## config.mk

```make
export PLATFORM = sky130hd
export DESIGN_NAME = bms_supervisor
export DESIGN_NICKNAME = d
export VERILOG_FILES = /design/src/rtl/bms_pkg.sv /design/src/rtl/bms_pin_if.sv /design/src/rtl/bms_pin_sync.sv /design/src/rtl/bms_supervisor.sv
export VERILOG_INCLUDE_DIRS = /design/src /design/src/rtl
export SDC_FILE = /design/constraint.sdc
export NUM_CORES = 1
export LEC_CHECK = 0
export BUFFER_PORTS_ARGS = -buffer_cell sky130_fd_sc_hd__buf_4
export CAP_MARGIN = 20
export CORE_AREA = 2 2 123 125
export DETAILED_ROUTE_END_ITERATION = 8
export DIE_AREA = 0 0 125 127
export PLACE_DENSITY_LB_ADDON = 0.3
export SETUP_SLACK_MARGIN = 0.2
export SYNTH_ARGS = -nofsm -noshare
export SYNTH_HDL_FRONTEND = slang
export SYNTH_SLANG_ARGS = --single-unit
```

## constraint.sdc

```tcl
create_clock -name clk -period 5 [get_ports clk]
set_input_delay 1.5 -clock clk [delete_from_list [all_inputs] [get_ports clk]]
set_output_delay 1.5 -clock clk [all_outputs]
set_load 0.01 [all_outputs]
```

## src/rtl/bms_regs.svh

```systemverilog
// register map, field positions, reset values and timing figures of the boost supervisor
`ifndef BMS_REGS_SVH
`define BMS_REGS_SVH
`define BMS_ADDR_W        12
`define BMS_CTRL_ADDR     12'h000
`define BMS_PARAM_ADDR    12'h004
`define BMS_STATUS_ADDR   12'h008
`define BMS_FAULT_ADDR    12'h00C
`define BMS_CTRL_TIMER_RESTART  0
`define BMS_CTRL_PAR_RST  1
`define BMS_CTRL_HZ_SEL   2
`define BMS_CTRL_BOOST    3
`define BMS_CTRL_CHG_EN_N 4
`define BMS_FLT_TMR       0
`define BMS_FLT_OVP       1
`define BMS_FLT_OVLD      2
`define BMS_FLT_BAT       3
`define BMS_FLT_W         4
`define BMS_PARAM_W       8
`define BMS_PARAM_RST     8'h0A
`define BMS_LTMR_W        34
`define BMS_OVLD_W        23
`define BMS_PULSE_W       15
`define BMS_CLK_HZ        200000000
`define BMS_BOOST_TMR_S   32
`define BMS_CRUDE_TMR_S   32
`define BMS_OVLD_MS       30
`define BMS_PULSE_US      128
`define BMS_NPINS         12
`define BMS_PIN_REQ       0
`define BMS_PIN_BUS_OK    1
`define BMS_PIN_BUS_OVP   2
`define BMS_PIN_OVLD      3
`define BMS_PIN_BAT_HIGH  4
`define BMS_PIN_BAT_MIN   5
`define BMS_PIN_BAT_LOWV  6
`define BMS_PIN_CUR_LOW   7
`define BMS_PIN_DROOP     8
`define BMS_PIN_SS_DONE   9
`define BMS_PIN_CHG_FLT   10
`define BMS_PIN_STAT      11
`define BMS_STAT_MODE_W   3
`define BMS_STAT_AUTO     3
`define BMS_STAT_SW       4
`define BMS_STAT_PIN      5
`endif

```

## src/rtl/bms_pkg.sv

```systemverilog
// types shared by the boost supervisor modules
`include "bms_regs.svh"
package bms_pkg;
    // operating modes, gray coded along charge configure, charge, hiz, boost configure, boost
    typedef enum logic [2:0] {
        BMS_CHG_CFG   = 3'h0,
        BMS_CHARGE    = 3'h1,
        BMS_HIZ       = 3'h3,
        BMS_BOOST_CFG = 3'h2,
        BMS_BOOST     = 3'h6
    } bms_mode_e;

    // whole state of the supervisor
    typedef struct packed {
        bms_mode_e                  mode;        // current operating mode
        logic                       auto_mode;   // autonomous mode after 32-second crude timer expiry
        logic                       tmr_restart; // self-clearing timer restart bit
        logic                       par_reset;   // self-clearing parameter reset bit
        logic                       hz_sel;      // high_impedance_select
        logic                       boost_sel;   // boost_select
        logic                       chg_en_n;    // charge enable, active low
        logic [`BMS_PARAM_W-1:0]    params;      // charge parameters
        logic [`BMS_FLT_W-1:0]      faults;      // latched fault status
        logic                       switching;   // boost converter switching
        logic                       buck_on;     // buck converter enabled
        logic                       hiz_on;      // bus pin in high impedance
        logic                       soft_start;  // boost soft start active
        logic                       in_switch;   // input_blocking_switch on
        logic [`BMS_LTMR_W-1:0]     boost_cnt;   // boost safety timer
        logic [`BMS_LTMR_W-1:0]     crude_cnt;   // crude host presence timer
        logic [`BMS_OVLD_W-1:0]     ovld_cnt;    // overload persistence count
        logic [`BMS_PULSE_W-1:0]    pulse_cnt;   // status pulse remaining cycles
        logic                       stat_oe;     // status pin pulled low
        logic                       pready;      // apb ready
        logic                       pslverr;     // apb error
        logic [31:0]                prdata;      // apb read data
    } bms_state_s;

    // synchroniser state
    typedef struct packed {
        logic [`BMS_NPINS-1:0] s1;
        logic [`BMS_NPINS-1:0] s2;
        logic [`BMS_NPINS-1:0] s3;
        logic [`BMS_NPINS-1:0] q;
    } bms_sync_s;
endpackage

```

## src/rtl/bms_pin_if.sv

```systemverilog
// raw and filtered pin levels passed between supervisor and synchroniser
`timescale 1ns/100ps
`include "bms_regs.svh"
interface bms_pin_if;
    logic [`BMS_NPINS-1:0] raw;   // pin levels as they arrive
    logic [`BMS_NPINS-1:0] clean; // levels after synchronising and agreement
    modport sync (input raw, output clean);
    modport user (output raw, input clean);
endinterface

```

## src/rtl/bms_pin_sync.sv

```systemverilog
// three-stage synchroniser with agreement filter for the supervisor pins
`timescale 1ns/100ps
`include "bms_regs.svh"
module bms_pin_sync
    import bms_pkg::*;
(
    input  wire logic clk,
    input  wire logic rst_n,
    bms_pin_if.sync   pins
);
    bms_sync_s             st_reg;   // registered state
    bms_sync_s             st_next;  // next state
    logic [`BMS_NPINS-1:0] agree_q;  // filtered level per pin

    // a change counts once the second and third stage agree
    genvar gi;
    generate
        for (gi = 0; gi < `BMS_NPINS; gi++) begin : g_pin
            assign agree_q[gi] = (st_reg.s2[gi] == st_reg.s3[gi]) ? st_reg.s2[gi]
                                                                   : st_reg.q[gi];
        end
    endgenerate

    // shift chain
    always_comb begin
        st_next    = st_reg;
        st_next.s1 = pins.raw;
        st_next.s2 = st_reg.s1;
        st_next.s3 = st_reg.s2;
        st_next.q  = agree_q;
    end

    // state register
    always_ff @(posedge clk or negedge rst_n) begin
        if (!rst_n) begin
            st_reg <= '0;
        end else begin
            st_reg <= st_next;
        end
    end

    assign pins.clean = st_reg.q;
endmodule

```

## src/rtl/bms_supervisor.sv

```systemverilog
// boost mode and protection supervisor with apb register access
//
// Our own choices: the address map and the APB slave port.
`timescale 1ns/100ps
`include "bms_regs.svh"
// Operation
// - parameter reset bit restores defaults, self-clears
// - both selects zero: charge, configure, or hiz
// - boost select one: boost, fault gives configure
// - hiz select with request inactive forces hiz
// - 32-second mode boosts on request or select
// - pause switching on low current, resume on droop
// - boost start launches 32-second safety timer
// - timer restart bit restarts timer, self-clears
// - timer expiry stops boost, pulses, latches fault
// - bus overvoltage clears boost select, latches fault
// - boost resumes only on select or request
// - overload is fault after 30 ms persisting
// - overload fault blocks boost until host clears
// - battery out of window stops boost, faults
// - status pin released, one 128 us fault pulse
// - crude timer runs in hiz below low threshold
// - crude expiry enters autonomous mode, stops timer
// - autonomous mode: hiz whenever bus below lockout
// - charge enable bit is active low
// - leave boost on deselect, hiz, low battery, fault
module bms_supervisor
    import bms_pkg::*;
#(
    parameter logic [`BMS_LTMR_W-1:0]  BOOST_TMR_CYC =
        `BMS_LTMR_W'(64'(`BMS_BOOST_TMR_S) * 64'(`BMS_CLK_HZ)),
    parameter logic [`BMS_LTMR_W-1:0]  CRUDE_TMR_CYC =
        `BMS_LTMR_W'(64'(`BMS_CRUDE_TMR_S) * 64'(`BMS_CLK_HZ)),
    parameter logic [`BMS_OVLD_W-1:0]  OVLD_CYC      =
        `BMS_OVLD_W'(64'(`BMS_OVLD_MS) * 64'(`BMS_CLK_HZ) / 64'd1000),
    parameter logic [`BMS_PULSE_W-1:0] PULSE_CYC     =
        `BMS_PULSE_W'(64'(`BMS_PULSE_US) * 64'(`BMS_CLK_HZ) / 64'd1000000)
) (
    input  wire logic                    clk,
    input  wire logic                    rst_n,
    input  wire logic                    psel,
    input  wire logic                    penable,
    input  wire logic                    pwrite,
    input  wire logic [`BMS_ADDR_W-1:0]  paddr,
    input  wire logic [31:0]             pwdata,
    output logic                         pready,
    output logic [31:0]                  prdata,
    output logic                         pslverr,
    input  wire logic                    boost_request_pin,
    input  wire logic                    bus_above_uvlo,
    input  wire logic                    bus_overvoltage,
    input  wire logic                    output_overload,
    input  wire logic                    battery_above_overvoltage,
    input  wire logic                    battery_below_minimum,
    input  wire logic                    battery_below_low,
    input  wire logic                    inductor_current_low,
    input  wire logic                    boost_output_node_droop,
    input  wire logic                    startup_finished,
    input  wire logic                    charge_fault,
    input  wire logic                    stat_in,
    output logic                         stat_out,
    output logic                         stat_oe,
    output logic                         boost_switch_en,
    output logic                         soft_start_en,
    output logic                         buck_en,
    output logic                         high_impedance_en,
    output logic                         input_blocking_switch,
    output logic [`BMS_PARAM_W-1:0]      charge_params
);
    bms_state_s  st_reg;    // registered state
    bms_state_s  st_next;   // next state
    bms_pin_if   pin_bus(); // raw and filtered pins
    logic [`BMS_NPINS-1:0] pin; // filtered pin levels

    // pins enter through the synchroniser
    assign pin_bus.raw = {stat_in, charge_fault, startup_finished, boost_output_node_droop,
                          inductor_current_low, battery_below_low, battery_below_minimum,
                          battery_above_overvoltage, output_overload, bus_overvoltage,
                          bus_above_uvlo, boost_request_pin};
    assign pin = pin_bus.clean;

    bms_pin_sync u_sync (
        .clk   (clk),
        .rst_n (rst_n),
        .pins  (pin_bus.sync)
    );

    logic req;        // boost request pin active
    logic bus_ok;     // bus above lockout
    logic bat_ok;     // battery inside its window
    logic in_boost;   // boost configure or boost
    logic boost_blk;  // latched fault refusing boost
    logic hz_now;     // high impedance demanded
    logic want_boost; // boost demanded
    logic ev_tmr;     // boost timer expiry
    logic ev_ovp;     // bus overvoltage in boost
    logic ev_ovld;    // overload persisted past limit
    logic ev_bat;     // battery out of window in boost
    logic any_ev;     // any boost fault this cycle
    logic apb_wr;     // write completes this cycle
    logic ctrl_wr;    // write to control register
    logic flt_wr;     // write to fault register
    logic mapped;     // address decodes to a register
    logic [31:0] rd_mux; // read data for the address

    // qualifying terms for the mode decision
    always_comb begin
        req        = pin[`BMS_PIN_REQ];
        bus_ok     = pin[`BMS_PIN_BUS_OK];
        bat_ok     = !pin[`BMS_PIN_BAT_HIGH] && !pin[`BMS_PIN_BAT_MIN];
        in_boost   = (st_reg.mode == BMS_BOOST_CFG) || (st_reg.mode == BMS_BOOST);
        boost_blk  = st_reg.faults[`BMS_FLT_TMR] || st_reg.faults[`BMS_FLT_OVLD];
        // autonomous mode ignores the select and watches the bus only
        hz_now     = st_reg.auto_mode ? !bus_ok
                                      : (st_reg.hz_sel && !req);
        want_boost = !st_reg.auto_mode && (req || st_reg.boost_sel);
        ev_tmr     = in_boost && (st_reg.boost_cnt == BOOST_TMR_CYC - 1'b1);
        ev_ovp     = (st_reg.mode == BMS_BOOST) && pin[`BMS_PIN_BUS_OVP];
        ev_ovld    = (st_reg.mode == BMS_BOOST) && pin[`BMS_PIN_OVLD]
                     && (st_reg.ovld_cnt == OVLD_CYC);
        ev_bat     = (st_reg.mode == BMS_BOOST) && !bat_ok;
        any_ev     = ev_tmr || ev_ovp || ev_ovld || ev_bat;
    end

    // apb decode and read mux
    always_comb begin
        apb_wr  = psel && penable && st_reg.pready && pwrite;
        ctrl_wr = apb_wr && (paddr == `BMS_CTRL_ADDR);
        flt_wr  = apb_wr && (paddr == `BMS_FAULT_ADDR);
        mapped  = (paddr == `BMS_CTRL_ADDR) || (paddr == `BMS_PARAM_ADDR)
                  || (paddr == `BMS_STATUS_ADDR) || (paddr == `BMS_FAULT_ADDR);
        rd_mux  = 32'h0;
        case (paddr)
            `BMS_CTRL_ADDR: begin
                rd_mux[`BMS_CTRL_TIMER_RESTART]  = st_reg.tmr_restart;
                rd_mux[`BMS_CTRL_PAR_RST]  = st_reg.par_reset;
                rd_mux[`BMS_CTRL_HZ_SEL]   = st_reg.hz_sel;
                rd_mux[`BMS_CTRL_BOOST]    = st_reg.boost_sel;
                rd_mux[`BMS_CTRL_CHG_EN_N] = st_reg.chg_en_n;
            end
            `BMS_PARAM_ADDR: begin
                rd_mux[`BMS_PARAM_W-1:0] = st_reg.params;
            end
            `BMS_STATUS_ADDR: begin
                // mode, autonomous flag, switching, pin level
                rd_mux[`BMS_STAT_MODE_W-1:0] = st_reg.mode;
                rd_mux[`BMS_STAT_AUTO]       = st_reg.auto_mode;
                rd_mux[`BMS_STAT_SW]         = st_reg.switching;
                rd_mux[`BMS_STAT_PIN]        = pin[`BMS_PIN_STAT];
            end
            `BMS_FAULT_ADDR: begin
                rd_mux[`BMS_FLT_W-1:0] = st_reg.faults;
            end
            default: begin
                rd_mux = 32'h0;
            end
        endcase
    end

    // next state of the whole supervisor
    always_comb begin
        st_next = st_reg;
        // apb answers one cycle into the access phase
        st_next.pready  = psel && !penable;
        st_next.pslverr = psel && !penable && !mapped;
        st_next.prdata  = (psel && !penable && !pwrite) ? rd_mux : 32'h0;

        // self-clearing bits act one cycle after they are written
        if (st_reg.par_reset) begin
            st_next.params    = `BMS_PARAM_RST;
            st_next.par_reset = 1'b0;
        end
        st_next.tmr_restart = 1'b0;

        // software writes
        if (ctrl_wr) begin
            st_next.tmr_restart = pwdata[`BMS_CTRL_TIMER_RESTART];
            st_next.par_reset   = pwdata[`BMS_CTRL_PAR_RST];
            st_next.hz_sel      = pwdata[`BMS_CTRL_HZ_SEL];
            st_next.boost_sel   = pwdata[`BMS_CTRL_BOOST];
            st_next.chg_en_n    = pwdata[`BMS_CTRL_CHG_EN_N];
            st_next.auto_mode   = 1'b0; // host present again
        end
        if (apb_wr && (paddr == `BMS_PARAM_ADDR)) begin
            st_next.params = pwdata[`BMS_PARAM_W-1:0];
        end
        if (flt_wr) begin
            // write one to clear; a new fault below still wins
            st_next.faults = st_reg.faults & ~pwdata[`BMS_FLT_W-1:0];
        end

        // boost faults latch; all but the timer fault drop the select bit
        if (ev_tmr) begin
            st_next.faults[`BMS_FLT_TMR] = 1'b1;
        end
        if (ev_ovp) begin
            st_next.faults[`BMS_FLT_OVP] = 1'b1;
        end
        if (ev_ovld) begin
            st_next.faults[`BMS_FLT_OVLD] = 1'b1;
        end
        if (ev_bat) begin
            st_next.faults[`BMS_FLT_BAT] = 1'b1;
        end
        if (ev_ovp || ev_ovld || ev_bat) begin
            st_next.boost_sel = 1'b0;
        end

        // mode resolution
        if (hz_now) begin
            st_next.mode = BMS_HIZ;
        end else if (any_ev) begin
            st_next.mode = BMS_CHG_CFG;
        end else if (want_boost) begin
            if (boost_blk || !bat_ok) begin
                st_next.mode = BMS_CHG_CFG;
            end else if (st_reg.mode == BMS_BOOST) begin
                st_next.mode = BMS_BOOST;
            end else if ((st_reg.mode == BMS_BOOST_CFG) && pin[`BMS_PIN_SS_DONE]) begin
                st_next.mode = BMS_BOOST;
            end else begin
                st_next.mode = BMS_BOOST_CFG;
            end
        end else if (!bus_ok) begin
            st_next.mode = BMS_HIZ;
        end else if (pin[`BMS_PIN_CHG_FLT] || st_reg.chg_en_n) begin
            st_next.mode = BMS_CHG_CFG;
        end else begin
            st_next.mode = BMS_CHARGE;
        end

        // boost safety timer, launched on boost entry and on host restart
        if (!in_boost || st_reg.tmr_restart) begin
            st_next.boost_cnt = '0;
        end else if (st_reg.boost_cnt != BOOST_TMR_CYC - 1'b1) begin
            st_next.boost_cnt = st_reg.boost_cnt + 1'b1;
        end

        // overload persistence, current limiting meanwhile
        if ((st_reg.mode == BMS_BOOST) && pin[`BMS_PIN_OVLD]) begin
            if (st_reg.ovld_cnt != OVLD_CYC) begin
                st_next.ovld_cnt = st_reg.ovld_cnt + 1'b1;
            end
        end else begin
            st_next.ovld_cnt = '0;
        end

        // crude host presence timer in high impedance with low battery
        if ((st_reg.mode == BMS_HIZ) && pin[`BMS_PIN_BAT_LOWV] && !st_reg.auto_mode) begin
            if (st_reg.crude_cnt == CRUDE_TMR_CYC - 1'b1) begin
                st_next.auto_mode = 1'b1;
                st_next.crude_cnt = '0;
            end else begin
                st_next.crude_cnt = st_reg.crude_cnt + 1'b1;
            end
        end else begin
            st_next.crude_cnt = '0;
        end

        // light load pulse skipping while boosting
        if ((st_next.mode != BMS_BOOST) && (st_next.mode != BMS_BOOST_CFG)) begin
            st_next.switching = 1'b0;
        end else if (st_reg.mode != BMS_BOOST) begin
            st_next.switching = 1'b1; // soft start switches continuously
        end else if (pin[`BMS_PIN_CUR_LOW]) begin
            st_next.switching = 1'b0;
        end else if (pin[`BMS_PIN_DROOP]) begin
            st_next.switching = 1'b1;
        end

        // status pulse, a fault during a pulse is not counted again
        if (st_reg.pulse_cnt != '0) begin
            st_next.pulse_cnt = st_reg.pulse_cnt - 1'b1;
        end else if (any_ev) begin
            st_next.pulse_cnt = PULSE_CYC;
        end
        st_next.stat_oe = (st_next.pulse_cnt != '0);

        // power path outputs follow the next mode
        st_next.buck_on    = (st_next.mode == BMS_CHARGE);
        st_next.hiz_on     = (st_next.mode == BMS_HIZ);
        st_next.soft_start = (st_next.mode == BMS_BOOST_CFG);
        st_next.in_switch  = (st_next.mode == BMS_CHARGE) || (st_next.mode == BMS_BOOST)
                             || (st_next.mode == BMS_BOOST_CFG);
    end

    // state register
    always_ff @(posedge clk or negedge rst_n) begin
        if (!rst_n) begin
            st_reg        <= '0;
            st_reg.mode   <= BMS_CHG_CFG;
            st_reg.params <= `BMS_PARAM_RST;
        end else begin
            st_reg <= st_next;
        end
    end

    // outputs straight from the state register
    assign pready                = st_reg.pready;
    assign prdata                = st_reg.prdata;
    assign pslverr               = st_reg.pslverr;
    assign stat_out              = 1'b0 & st_reg.stat_oe;
    assign stat_oe               = st_reg.stat_oe;
    assign boost_switch_en       = st_reg.switching;
    assign soft_start_en         = st_reg.soft_start;
    assign buck_en               = st_reg.buck_on;
    assign high_impedance_en     = st_reg.hiz_on;
    assign input_blocking_switch = st_reg.in_switch;
    assign charge_params         = st_reg.params;
endmodule

```

==> results of run 1 <==
[final timing paths]
path	slack (ns)	start	end	cells past startpoint
min in group asynchronous	1.08	rst_n	st_reg[39]	1
worst min-delay path	0.35	u_sync.st_next[30]	u_sync.st_next[18]	0
worst max register to register	1.97	st_reg[121]	st_reg[132]	5
worst min register to register	0.35	u_sync.st_next[30]	u_sync.st_next[18]	0
worst max-delay path	1.97	st_reg[121]	st_reg[132]	5
max in group asynchronous	3.05	rst_n	st_reg[83]	2
[cells in the mapped netlist (3+ instances only)]
cell      instances  area (µm²)
nor2_1           88         330
nor2b_1           9        56.3
o21ai_1           5        25.0
a31o_2            4        35.0
xnor2_1          33         289
buf_2             4        20.0
buf_6             4        45.0
nor3_1           21         105
o21ai_0          34         170
mux4_2            4        90.1
buf_4            41         308
mux2i_1           5        50.1
nand4_1          20         125
clkbuf_1         31         116
xor2_1           20         175
maj3_1           12         120
or2_2             6        37.5
or4_1            28         210
dfrtp_1         189        4730
nand3_1          31         155
nand2b_1         13        81.3
nor4_1           20         125
nor3b_1           3        22.5
inv_1            26        97.6
nor4bb_1          3        30.0
ha_1              5        62.6
o31ai_1          22         165
o211ai_1          4        30.0
and2_1            4        25.0
nand2_1          55         206
o41ai_1           4        35.0
and3_1           10        62.6
a21oi_1          39         195
nor4b_1           6        52.6
o21bai_1          7        52.6
and4_1            7        61.3
or3_1            22         138
[layout make-up]
type	instances	share of cell area [%]
timing repair buffer	64	5.01
clock inverter	10	1.52
multi-input combinational	600	37.5
clock buffer	21	4.72
tap	184	2.31
sequential	191	48.0
inverter	26	0.979
[routing by layer]
metal	wire length, µm	global-route usage [%]	part of all wire (%)	vias to the layer above
met5	0	0	0	-
met4	288	6.60	1.6	0
met3	562	5.07	3.2	25
met2	8890	38.9	51	114
met1	7820	30.7	45	3250
li1	-	-	-	3104
[power by group]
group	internal, mW	switching [mW]	total, mW	leakage [nW]
Combinational	0.163	0.229	0.392	1.29
Sequential	1.63	0.0932	1.72	2.47
Clock	0.832	0.583	1.41	0.298
Total	2.63	0.905	3.53	4.06
[stage by stage]
stage          cell area, µm²  hold slack, ns  total power, mW  setup WS [ns]  instances
2_1_floorplan            9100           0.331             2.03           2.15        897
3_3_place_gp             9350           0.332             2.13           1.71       1065
3_5_place_dp             9350           0.335             2.14           1.71       1065
4_1_cts                  9970           0.350             3.55           1.97       1096
5_1_grt                  9970           0.355             3.68           1.78       1096
6_report                 9970           0.348             3.53           1.97       1096
[worst reg2reg max path: stages, from the launching register on]
cell      delay [ns]
dfrtp_1         0.45
or4b_1          0.53
or4_1           0.68
nor3_4          0.86
and4bb_1        0.28
mux2i_1         0.11
[cell families after synthesis]
| family | count (synthesis) |
|---|---|
| simple gates | 368 |
| buf+inv | 106 |
| flops | 191 |
| xor+xnor | 53 |
| compound gates | 127 |
| mux | 10 |
| other cells | 1 |
| fa+ha+maj | 17 |
==> reports/qor.txt, run 1 <==
Status = finished, final reports clean
Critical path class = reg2reg
CP bufs+invs = 0
Wire per inst = 16.0 µm
TritonRoute pass-1 iters = 7
Vias in the first global route = 6143
Most common cell after layout, fill and taps aside = dfrtp_1
Async set or reset register ratio after synthesis = 100%
Clock tree from TritonCTS = done
Maximum resistive drop on vdd = 0.451 mV
Crit end category = register
Max-cap violations = 0
Fill count = 1054
Via density = 5.92
CP top delay family = simple AND/OR/NAND/NOR gates
Most frequent cells in the layout = 189 x dfrtp_1, 88 x nor2_1, 62 x buf_4
Gr usage total = 23.1%
Synth Area in Adders = 2.03%
Slowest stage cell, crit path = nor3_4
Cts hold-fix bufs = 0
H-tree levels = 4
HP Class = reg2reg
Total CTS buffers = 17
Synthesized flop and latch total = 191
Final period util = 60.5%
First-pass GRT wire length = 29700 µm
Max FO, Critical Path = 30
CTS resizes = 0
WL final = 17600 µm
Gr ovfl total = 0
EDFF count, synth = 0
IO Pins = 110
DP HPWL = 11600 µm
Max clock buf depth = 2
DRC = 0
Row count = 44
Final setup vio count = 0
Clock period minus worst slack = 3.03 ns
RSZ-0062 raised after global routing = false
Root Driver = clkbuf_16
Max Clk Rate = 330 MHz
Clk sinks = 191
Max-slew violations = 0
CP required = 5.32 ns
Core Util, Final = 69.1%
Largest net degree at the start of global routing = 94
Final Hold Vio Count = 0
Leak = 4.06 nW
Worst-Margin Slew = 1.06 ns
Area grow syn2layout = 10.6%
Simple-gate share of the synthesized area = 22.9%
Die width = 125 µm
Nets = 966
Die ar. = 15900 µm²
Area occupied by multi-input gates = 3740 µm²
Register area = 4780 µm²
Xor-xnor portion of the synthesized cell area = 5.15%
PD cells = 354 nW/µm²
Final ANT Viol Nets = 0
Post-synthesis compound-gate area fraction = 8.59%
Iter 0 DRT Violations = 493
WP data arrival = 3.35 ns
Post-Synthesis Cells = 873
Max reg flops = 119
Number of distinct library cells after synthesis = 61
Vias = 6493
Setup_tns = 0 ns
Largest family of logic cells by synthesized area = simple AND/OR/NAND/NOR gates
Critical Path Max Stage Delay = 0.86 ns
Warnings from Yosys = 0
Post-synth top flop = dfrtp_1
Register area share after synthesis = 53.1%
Mapped cell area = 9010 µm²
Clk slew on worst S/H paths = 0.07 ns
Avg Cell Area, Syn = 10.3 µm²
Setup Skew = 0.00856 ns
Core outline area = 14400 µm²
Gpl congestion = 0.824
Initial antenna violation count = 0
Mux share of post-synthesis cell area = 1.68%
Layout cell share with drive strength beyond 1 = 14.0%
Die Y = 127 µm
Slew headroom = 28.7%
# diodes = 0
Port Buf Inserts = 60
Initial core utilization = 62.5%
Setup repair bufs after CTS = 0
Clk Latency, worst-skew pair = 0.43 ns
Crit path launch type = register
CP cell instances = or4b_1, or4_1, nor3_4, and4bb_1, mux2i_1
No activity file was read; power rests on OpenSTA's default activity.
==> run 2, diff against run 1 <==
--- a/config.mk
+++ b/config.mk
@@ -6,11 +6,12 @@
 export SDC_FILE = /design/constraint.sdc
 export NUM_CORES = 1
 export LEC_CHECK = 0
+export ABC_AREA = 1
 export BUFFER_PORTS_ARGS = -buffer_cell sky130_fd_sc_hd__buf_4
 export CAP_MARGIN = 20
-export CORE_AREA = 2 2 123 125
+export CORE_AREA = 2 2 130 132
 export DETAILED_ROUTE_END_ITERATION = 8
-export DIE_AREA = 0 0 125 127
+export DIE_AREA = 0 0 132 134
 export PLACE_DENSITY_LB_ADDON = 0.3
 export SETUP_SLACK_MARGIN = 0.2
 export SYNTH_ARGS = -nofsm -noshare
==> constraint.sdc (replaced) <==
create_clock -name clk -period 2.9 [get_ports clk]
set_input_delay 0.87 -clock clk [delete_from_list [all_inputs] [get_ports clk]]
set_output_delay 0.87 -clock clk [all_outputs]
set_load 0.01 [all_outputs]
==> run 2 against run 1 <==
  * Largest cell class unchanged
  * Final area grew 5.9%
  * Via count is 14% higher
  * Synthesized cell count increased by 28%
==> reports/qor.txt, run 2 <==
Mux share of post-synthesis cell area = 0% (was 1.68%)
Iter 0 DRT Violations = 559 (was 493)
Cts hold-fix bufs = 0 (unchanged)
Synthesized flop and latch total = 191 (unchanged)
Worst Hold Slack = 0.353 ns (was 0.348 ns)
H-tree levels = 4 (unchanged)
Gr ovfl total = 0 (unchanged)
Crit end category = register (unchanged)
CP required = 3.21 ns (was 5.32 ns)
Port Buf Inserts = 60 (unchanged)
Total CTS buffers = 17 (unchanged)
Area grow syn2layout = 11.8% (was 10.6%)
EDFF count, synth = 0 (unchanged)
IO Pins = 110 (unchanged)
Max-slew violations = 0 (unchanged)
Final Hold Vio Count = 0 (unchanged)
Post-Synthesis Cells = 1117 (was 873)
Finished Layout Cells = 1412 (was 1096)
PD cells = 489 nW/µm² (was 354 nW/µm²)
Xor-xnor portion of the synthesized cell area = 4.45% (was 5.15%)
Max clock buf depth = 2 (unchanged)
Row count = 47 (was 44)
Leak = 4.79 nW (was 4.06 nW)
Clk Latency, worst-skew pair = 0.43 ns (about the same)
Core outline area = 16300 µm² (was 14400 µm²)
WP data arrival = 2.59 ns (was 3.35 ns)
Simple-gate share of the synthesized area = 26.6% (was 22.9%)
Clk slew on worst S/H paths = 0.07 ns (about the same)
Layout cell share with drive strength beyond 1 = 11.6% (was 14.0%)
Largest family of logic cells by synthesized area = simple AND/OR/NAND/NOR gates (unchanged)
Die ar. = 17700 µm² (was 15900 µm²)
Most frequent cells in the layout = 189 x dfrtp_1, 187 x nand2_1, 169 x nor2_1 (was 189 x dfrtp_1, 88 x nor2_1, 62 x buf_4)
Synth Area in Adders = 1.93% (was 2.03%)
Max-cap violations = 0 (unchanged)
Largest area contributor in the netlist = dfrtp_1 (unchanged)
Gr usage total = 24.7% (was 23.1%)
Via density = 5.26 (was 5.92)
Die Y = 134 µm (was 127 µm)
Synth top area share = 50.1% (was 52.5%)
Final setup vio count = 0 (unchanged)
Post-synth top flop = dfrtp_1 (unchanged)
Setup_tns = 0 ns (unchanged)
Mapped cell area = 9450 µm² (was 9010 µm²)
Slew headroom = 58.5% (was 28.7%)
Die width = 132 µm (was 125 µm)
Cell Area, Placed = 10000 µm² (was 9350 µm²)
Avg Cell Area, Syn = 8.46 µm² (was 10.3 µm²)
Post-synth top cells = 189 x dfrtp_1, 187 x nand2_1, 169 x nor2_1, 151 x inv_1, 56 x nor3_1 (was 189 x dfrtp_1, 88 x nor2_1, 55 x nand2_1, 41 x buf_4, 39 x a21oi_1)
Fin area = 10600 µm² (was 9970 µm²)
Setup Skew = 0.00825 ns (was 0.00856 ns)
DRC = 0 (unchanged)
Setup repair bufs after CTS = 0 (unchanged)
Clock period minus worst slack = 2.28 ns (was 3.03 ns)
Wire per inst = 14.7 µm (was 16.0 µm)
Dpl cells = 1380 (was 1065)
Crit path launch type = register (unchanged)
Number of distinct library cells after synthesis = 52 (was 61)
Clock tree from TritonCTS = done (unchanged)
Initial antenna violation count = 0 (unchanged)
Total power = 5.16 mW (was 3.53 mW)
Vias = 7428 (was 6493)
Final ANT Viol Nets = 0 (unchanged)
Nets = 1245 (was 966)
Max reg flops = 119 (unchanged)
Critical path class = reg2reg (unchanged)
Max FO, Critical Path = 9 (was 30)
WL final = 20700 µm (was 17600 µm)
TritonRoute pass-1 iters = 7 (unchanged)
Clk sinks = 191 (unchanged)
Most common cell after layout, fill and taps aside = dfrtp_1 (unchanged)
# diodes = 0 (unchanged)
Top post-synthesis cells by area = dfrtp_1 50%, nand2_1 7.4%, nor2_1 6.7% (was dfrtp_1 52%, nor2_1 3.7%, buf_4 3.4%)
HP Class = reg2reg (unchanged)
DP HPWL = 15300 µm (was 11600 µm)
Status = finished, final reports clean (unchanged)
Register area share after synthesis = 50.6% (was 53.1%)
Worst-Margin Slew = 0.618 ns (was 1.06 ns)
CTS resizes = 0 (unchanged)
Gpl congestion = 0.914 (was 0.824)
RSZ-0062 raised after global routing = false (unchanged)
Final period util = 78.5% (was 60.5%)
Post-synthesis compound-gate area fraction = 6.54% (was 8.59%)
Most common cell in the synthesized netlist = dfrtp_1 (unchanged)
Vias in the first global route = 7204 (was 6143)
Root Driver = clkbuf_16 (unchanged)
Warnings from Yosys = 0 (unchanged)
First-pass GRT wire length = 34900 µm (was 29700 µm)
Maximum resistive drop on vdd = 0.456 mV (was 0.451 mV)
Initial core utilization = 58.0% (was 62.5%)
Async set or reset register ratio after synthesis = 100% (unchanged)
Largest net degree at the start of global routing = 61 (was 94)
Max Clk Rate = 439 MHz (was 330 MHz)
## run 2: changes by cell type after synthesis, sizes merged, moves of 13 or more
cell,change
or3,-25
o31ai,-20
nand2,+139
nand2b,-13
nor3,+34
or4,-31
clkbuf,-28
nor2,+94
inv,+128
xor2,+14
nand3,+23
nand4,+17
xnor2,-19
## run 2: cell type report
type / count / area [µm²]
Clock buffer: 20 / 447
Clock inverter: 12 / 105
Fill cell: 1359 / 5730
Inverter: 156 / 587
Multi-Input combinational cell: 746 / 3830
Sequential cell: 191 / 4780
Tap cell: 220 / 275
Timing Repair Buffer: 67 / 534
## run 2: worst max-delay path, stage by stage (launching register included)
cell     delay (ns)
dfrtp_1        0.42
inv_1          0.14
ha_1           0.22
nand2_1        0.10
nor2_2         0.24
nand3_2        0.25
inv_1          0.19
nor2_1         0.08
nor3_1         0.18
nand3_1        0.09
nor2_1         0.14
nand3_1        0.10
## run 2: final timing paths
path / from / end / slack, ns / cells after the start
max: st_reg[35] / stat_oe / 0.62 / 11
min: u_sync.st_next[31] / u_sync.st_next[19] / 0.35 / 0
max reg2reg: st_reg[35] / stat_oe / 0.62 / 11
min reg2reg: u_sync.st_next[31] / u_sync.st_next[19] / 0.35 / 0
max in group asynchronous: rst_n / st_reg[43] / 1.80 / 2
min in group asynchronous: rst_n / st_reg[86] / 0.42 / 1
## run 2: metal layers
layer  track usage, %  share of wire, %  wire length (µm)  vias up
li1                 -                 -                 -     3675
met1             35.4                48              9940     3539
met2             39.0                46              9460      195
met3             4.76               4.9              1020       19
met4             6.70               1.6               334        0
met5                0                 0                 0        -
## run 2: logic make-up (layout without fill, tap and decap cells)
family / count (synthesis) / after routing
simple gates: 549 / 549
buf+inv: 204 / 255
flops: 191 / 191
compound gates: 107 / 107
xor+xnor: 48 / 48
fa+ha+maj: 17 / 17
other cells: 1 / 25
## run 2: stage by stage
stage,util [%],setup slack (ns)
final,64.8,0.622
after global routing,64.8,0.363
after CTS,64.8,0.612
after detailed placement,61.4,0.429
after global placement,61.4,0.476
after floorplan,-,0.771
## run 2: report_power, final
part           leakage [nW]  internal, mW  switching [mW]
logic                  2.03        0.0813           0.135
registers              2.50          2.72          0.0388
clock network         0.266          1.14            1.04
==> run 3, diff against run 2 <==
--- a/config.mk
+++ b/config.mk
@@ -6,12 +6,12 @@
 export SDC_FILE = /design/constraint.sdc
 export NUM_CORES = 1
 export LEC_CHECK = 0
-export ABC_AREA = 1
+export ABC_AREA = 0
 export BUFFER_PORTS_ARGS = -buffer_cell sky130_fd_sc_hd__buf_4
 export CAP_MARGIN = 20
-export CORE_AREA = 2 2 130 132
+export CORE_AREA = 2 2 134 136
 export DETAILED_ROUTE_END_ITERATION = 8
-export DIE_AREA = 0 0 132 134
+export DIE_AREA = 0 0 136 138
 export PLACE_DENSITY_LB_ADDON = 0.3
 export SETUP_SLACK_MARGIN = 0.2
 export SYNTH_ARGS = -nofsm -noshare
==> constraint.sdc (replaced) <==
create_clock -name clk -period 1.9 [get_ports clk]
set_input_delay 0.57 -clock clk [delete_from_list [all_inputs] [get_ports clk]]
set_output_delay 0.57 -clock clk [all_outputs]
set_load 0.01 [all_outputs]
==> run 3 against run 2 <==
  * The flow now finishes with violations (negative setup slack)
  * Final cell count down 5.0%
  * Setup slack worse by 1.0 ns
  * Worst hold slack worse by 0.28 ns
  * Sequential power up 61%
  * Wire length up 16%
  * Maximum frequency down 1.1%
  * Total power up 100%
  * Clock skew up 0.0011 ns
  * Sequential share of layout area down 7.8 points
  * Clock power up 77%
  * Critical endpoint is now st_reg[123]
  * Highest routed layer is now met5
==> reports/qor.txt, run 3 (synthesis results as in run 1) <==
Max-cap violations = 0 (unchanged)
Final setup vio count = 88 (was 0)
DP HPWL = 14300 µm (was 15300 µm)
Die width = 136 µm (was 132 µm)
RSZ-0062 raised after global routing = true (was false)
Clk Latency, worst-skew pair = 0.44 ns (was 0.43 ns)
Core Util, Final = 72.9% (was 64.8%)
Largest net degree at the start of global routing = 45 (was 61)
Vias = 7606 (was 7428)
Slowest stage cell, crit path = or4b_4 (was dfrtp_1)
Layout cell share with drive strength beyond 1 = 42.5% (was 11.6%)
Root Driver = clkbuf_16 (unchanged)
Vias in the first global route = 7564 (was 7204)
Cell Area, Placed = 10800 µm² (was 10000 µm²)
Final worst slack = -0.403 ns (was 0.622 ns)
Worst R2R Setup Slack = -0.40 ns (was 0.62 ns)
Status = complete, but fails checks (was finished, final reports clean)
R2r startpoint = st_reg[121] (was st_reg[35])
# diodes = 0 (unchanged)
Clk sinks = 191 (unchanged)
Fin area = 12800 µm² (was 10600 µm²)
Total power = 10.5 mW (was 5.16 mW)
Max clock buf depth = 2 (unchanged)
DRC = 0 (unchanged)
Fill count = 1111 (was 1359)
Row count = 49 (was 47)
Worst-Margin Slew = 0.769 ns (was 0.618 ns)
Critical Path Max Stage Delay = 0.53 ns (was 0.42 ns)
CP required = 2.21 ns (was 3.21 ns)
Final period util = 121% (was 78.5%)
Initial core utilization = 51.4% (was 58.0%)
HP Class = in2async (was reg2reg)
Clock tree from TritonCTS = done (unchanged)
TritonRoute pass-1 iters = 5 (was 7)
Nets = 1166 (was 1245)
Gpl congestion = 0.841 (was 0.914)
Initial antenna violation count = 1 (was 0)
Leak = 5.37 nW (was 4.79 nW)
Most common cell after layout, fill and taps aside = buf_4 (was dfrtp_1)
H-tree levels = 4 (unchanged)
WL final = 24100 µm (was 20700 µm)
Crit path launch = st_reg[121] (was st_reg[35])
Area grow syn2layout = 41.8% (was 11.8%)
Port Buf Inserts = 60 (unchanged)
Gr usage total = 24.5% (was 24.7%)
Crit path launch type = register (unchanged)
Final ANT Viol Nets = 0 (unchanged)
Most frequent cells in the layout = 213 x buf_4, 185 x dfrtp_1, 58 x nor2_1 (was 189 x dfrtp_1, 187 x nand2_1, 169 x nor2_1)
CP top delay family = simple AND/OR/NAND/NOR gates (unchanged)
Die Y = 138 µm (was 134 µm)
First-pass GRT wire length = 36700 µm (was 34900 µm)
Max Clk Rate = 434 MHz (was 439 MHz)
Clk slew on worst S/H paths = 0.07 ns (about the same)
PD cells = 821 nW/µm² (was 489 nW/µm²)
Crit end category = register (unchanged)
Max FO, Critical Path = 7 (was 9)
Slew headroom = 48.4% (was 58.5%)
Gr ovfl total = 0 (unchanged)
Wire per inst = 18.0 µm (was 14.7 µm)
Max-slew violations = 0 (unchanged)
WP data arrival = 2.61 ns (was 2.59 ns)
Max reg flops = 119 (unchanged)
Final Hold Vio Count = 0 (unchanged)
Maximum resistive drop on vdd = 0.714 mV (was 0.456 mV)
CP bufs+invs = 3 (was 2)
Via density = 5.67 (was 5.26)
Total CTS buffers = 17 (unchanged)
Setup Skew = 0.00934 ns (was 0.00825 ns)
Failing checks = negative setup slack
Die ar. = 18800 µm² (was 17700 µm²)
Clock period minus worst slack = 2.30 ns (was 2.28 ns)
Cts hold-fix bufs = 0 (unchanged)
Iter 0 DRT Violations = 437 (was 559)
Core outline area = 17500 µm² (was 16300 µm²)
IO Pins = 110 (unchanged)
CP cell instances = or4b_4, or4_4, buf_6, buf_4, nor3_4, buf_6, or4_4, a21oi_1 (was inv_1, ha_1, nand2_1, nor2_2, nand3_2, inv_1, nor2_1, nor3_1, nand3_1, nor2_1, nand3_1)
Setup_tns = -20.15 ns (was 0 ns)
Critical path class = reg2reg (unchanged)
## run 3: cell count changes in the layout (fill, tap and decap cells not counted), moves of 21 or more
cell and delta:
buf_4 +149, nand2_1 -134, inv_1 -125, nor2_1 -111, nor3_1 -42, buf_6 +37
or4_4 +22, nand3_1 -21
## run 3: layout make-up
cell class	instances	area (µm²)	share of cell area [%]
clock buffers	18	439	3.44
flip-flops and latches	191	4790	37.5
clock inverters	13	188	1.47
well taps	229	287	2.24
multi-input cells	600	4680	36.6
inverters	26	97.6	0.764
repair buffers	264	2300	18.0
## run 3: per-stage QoR
step	std cells	hold slack [ns]	worst slack, ns
after floorplan	897	0.274	-0.303
after global placement	1264	0.333	-0.362
after detailed placement	1264	0.335	-0.390
after CTS	1316	0.0769	-0.352
after global routing	1341	0.0910	-0.489
final	1341	0.0711	-0.403
## run 3: worst paths after layout
check                                      to  cells after the start
setup / recovery                  st_reg[123]                      8
hold / removal                    st_reg[113]                      1
setup reg to reg                  st_reg[123]                      8
hold reg to reg            u_sync.st_next[13]                      0
max in group asynchronous    charge_params[1]                      2
min in group clk           u_sync.st_next[35]                      1
## run 3: layer usage
metal | GRT usage [%] | vias up | wire length, µm | part of all wire (%)
met5 | 0 | - | 13 | 0.054
met4 | 9.43 | 2 | 491 | 2.0
met3 | 5.13 | 45 | 1040 | 4.3
met2 | 40.9 | 227 | 12800 | 53
met1 | 31.1 | 3833 | 9810 | 41
li1 | - | 3499 | - | -
## run 3: report_power, final
group | total [mW] | internal [mW] | switching [mW]
Clock | 3.85 | 2.24 | 1.61
Combinational | 2.19 | 1.06 | 1.13
Sequential | 4.44 | 4.29 | 0.149
## run 3: timing repair
item | 4_1_cts | 5_1_grt
resized for setup | 111 | 119
pin swaps | 49 | 62
setup endpoints to repair | 103 | 105
hold endpoints to repair | 0 | 0
cloned | 4 | 4
buffers inserted | 17 | 21
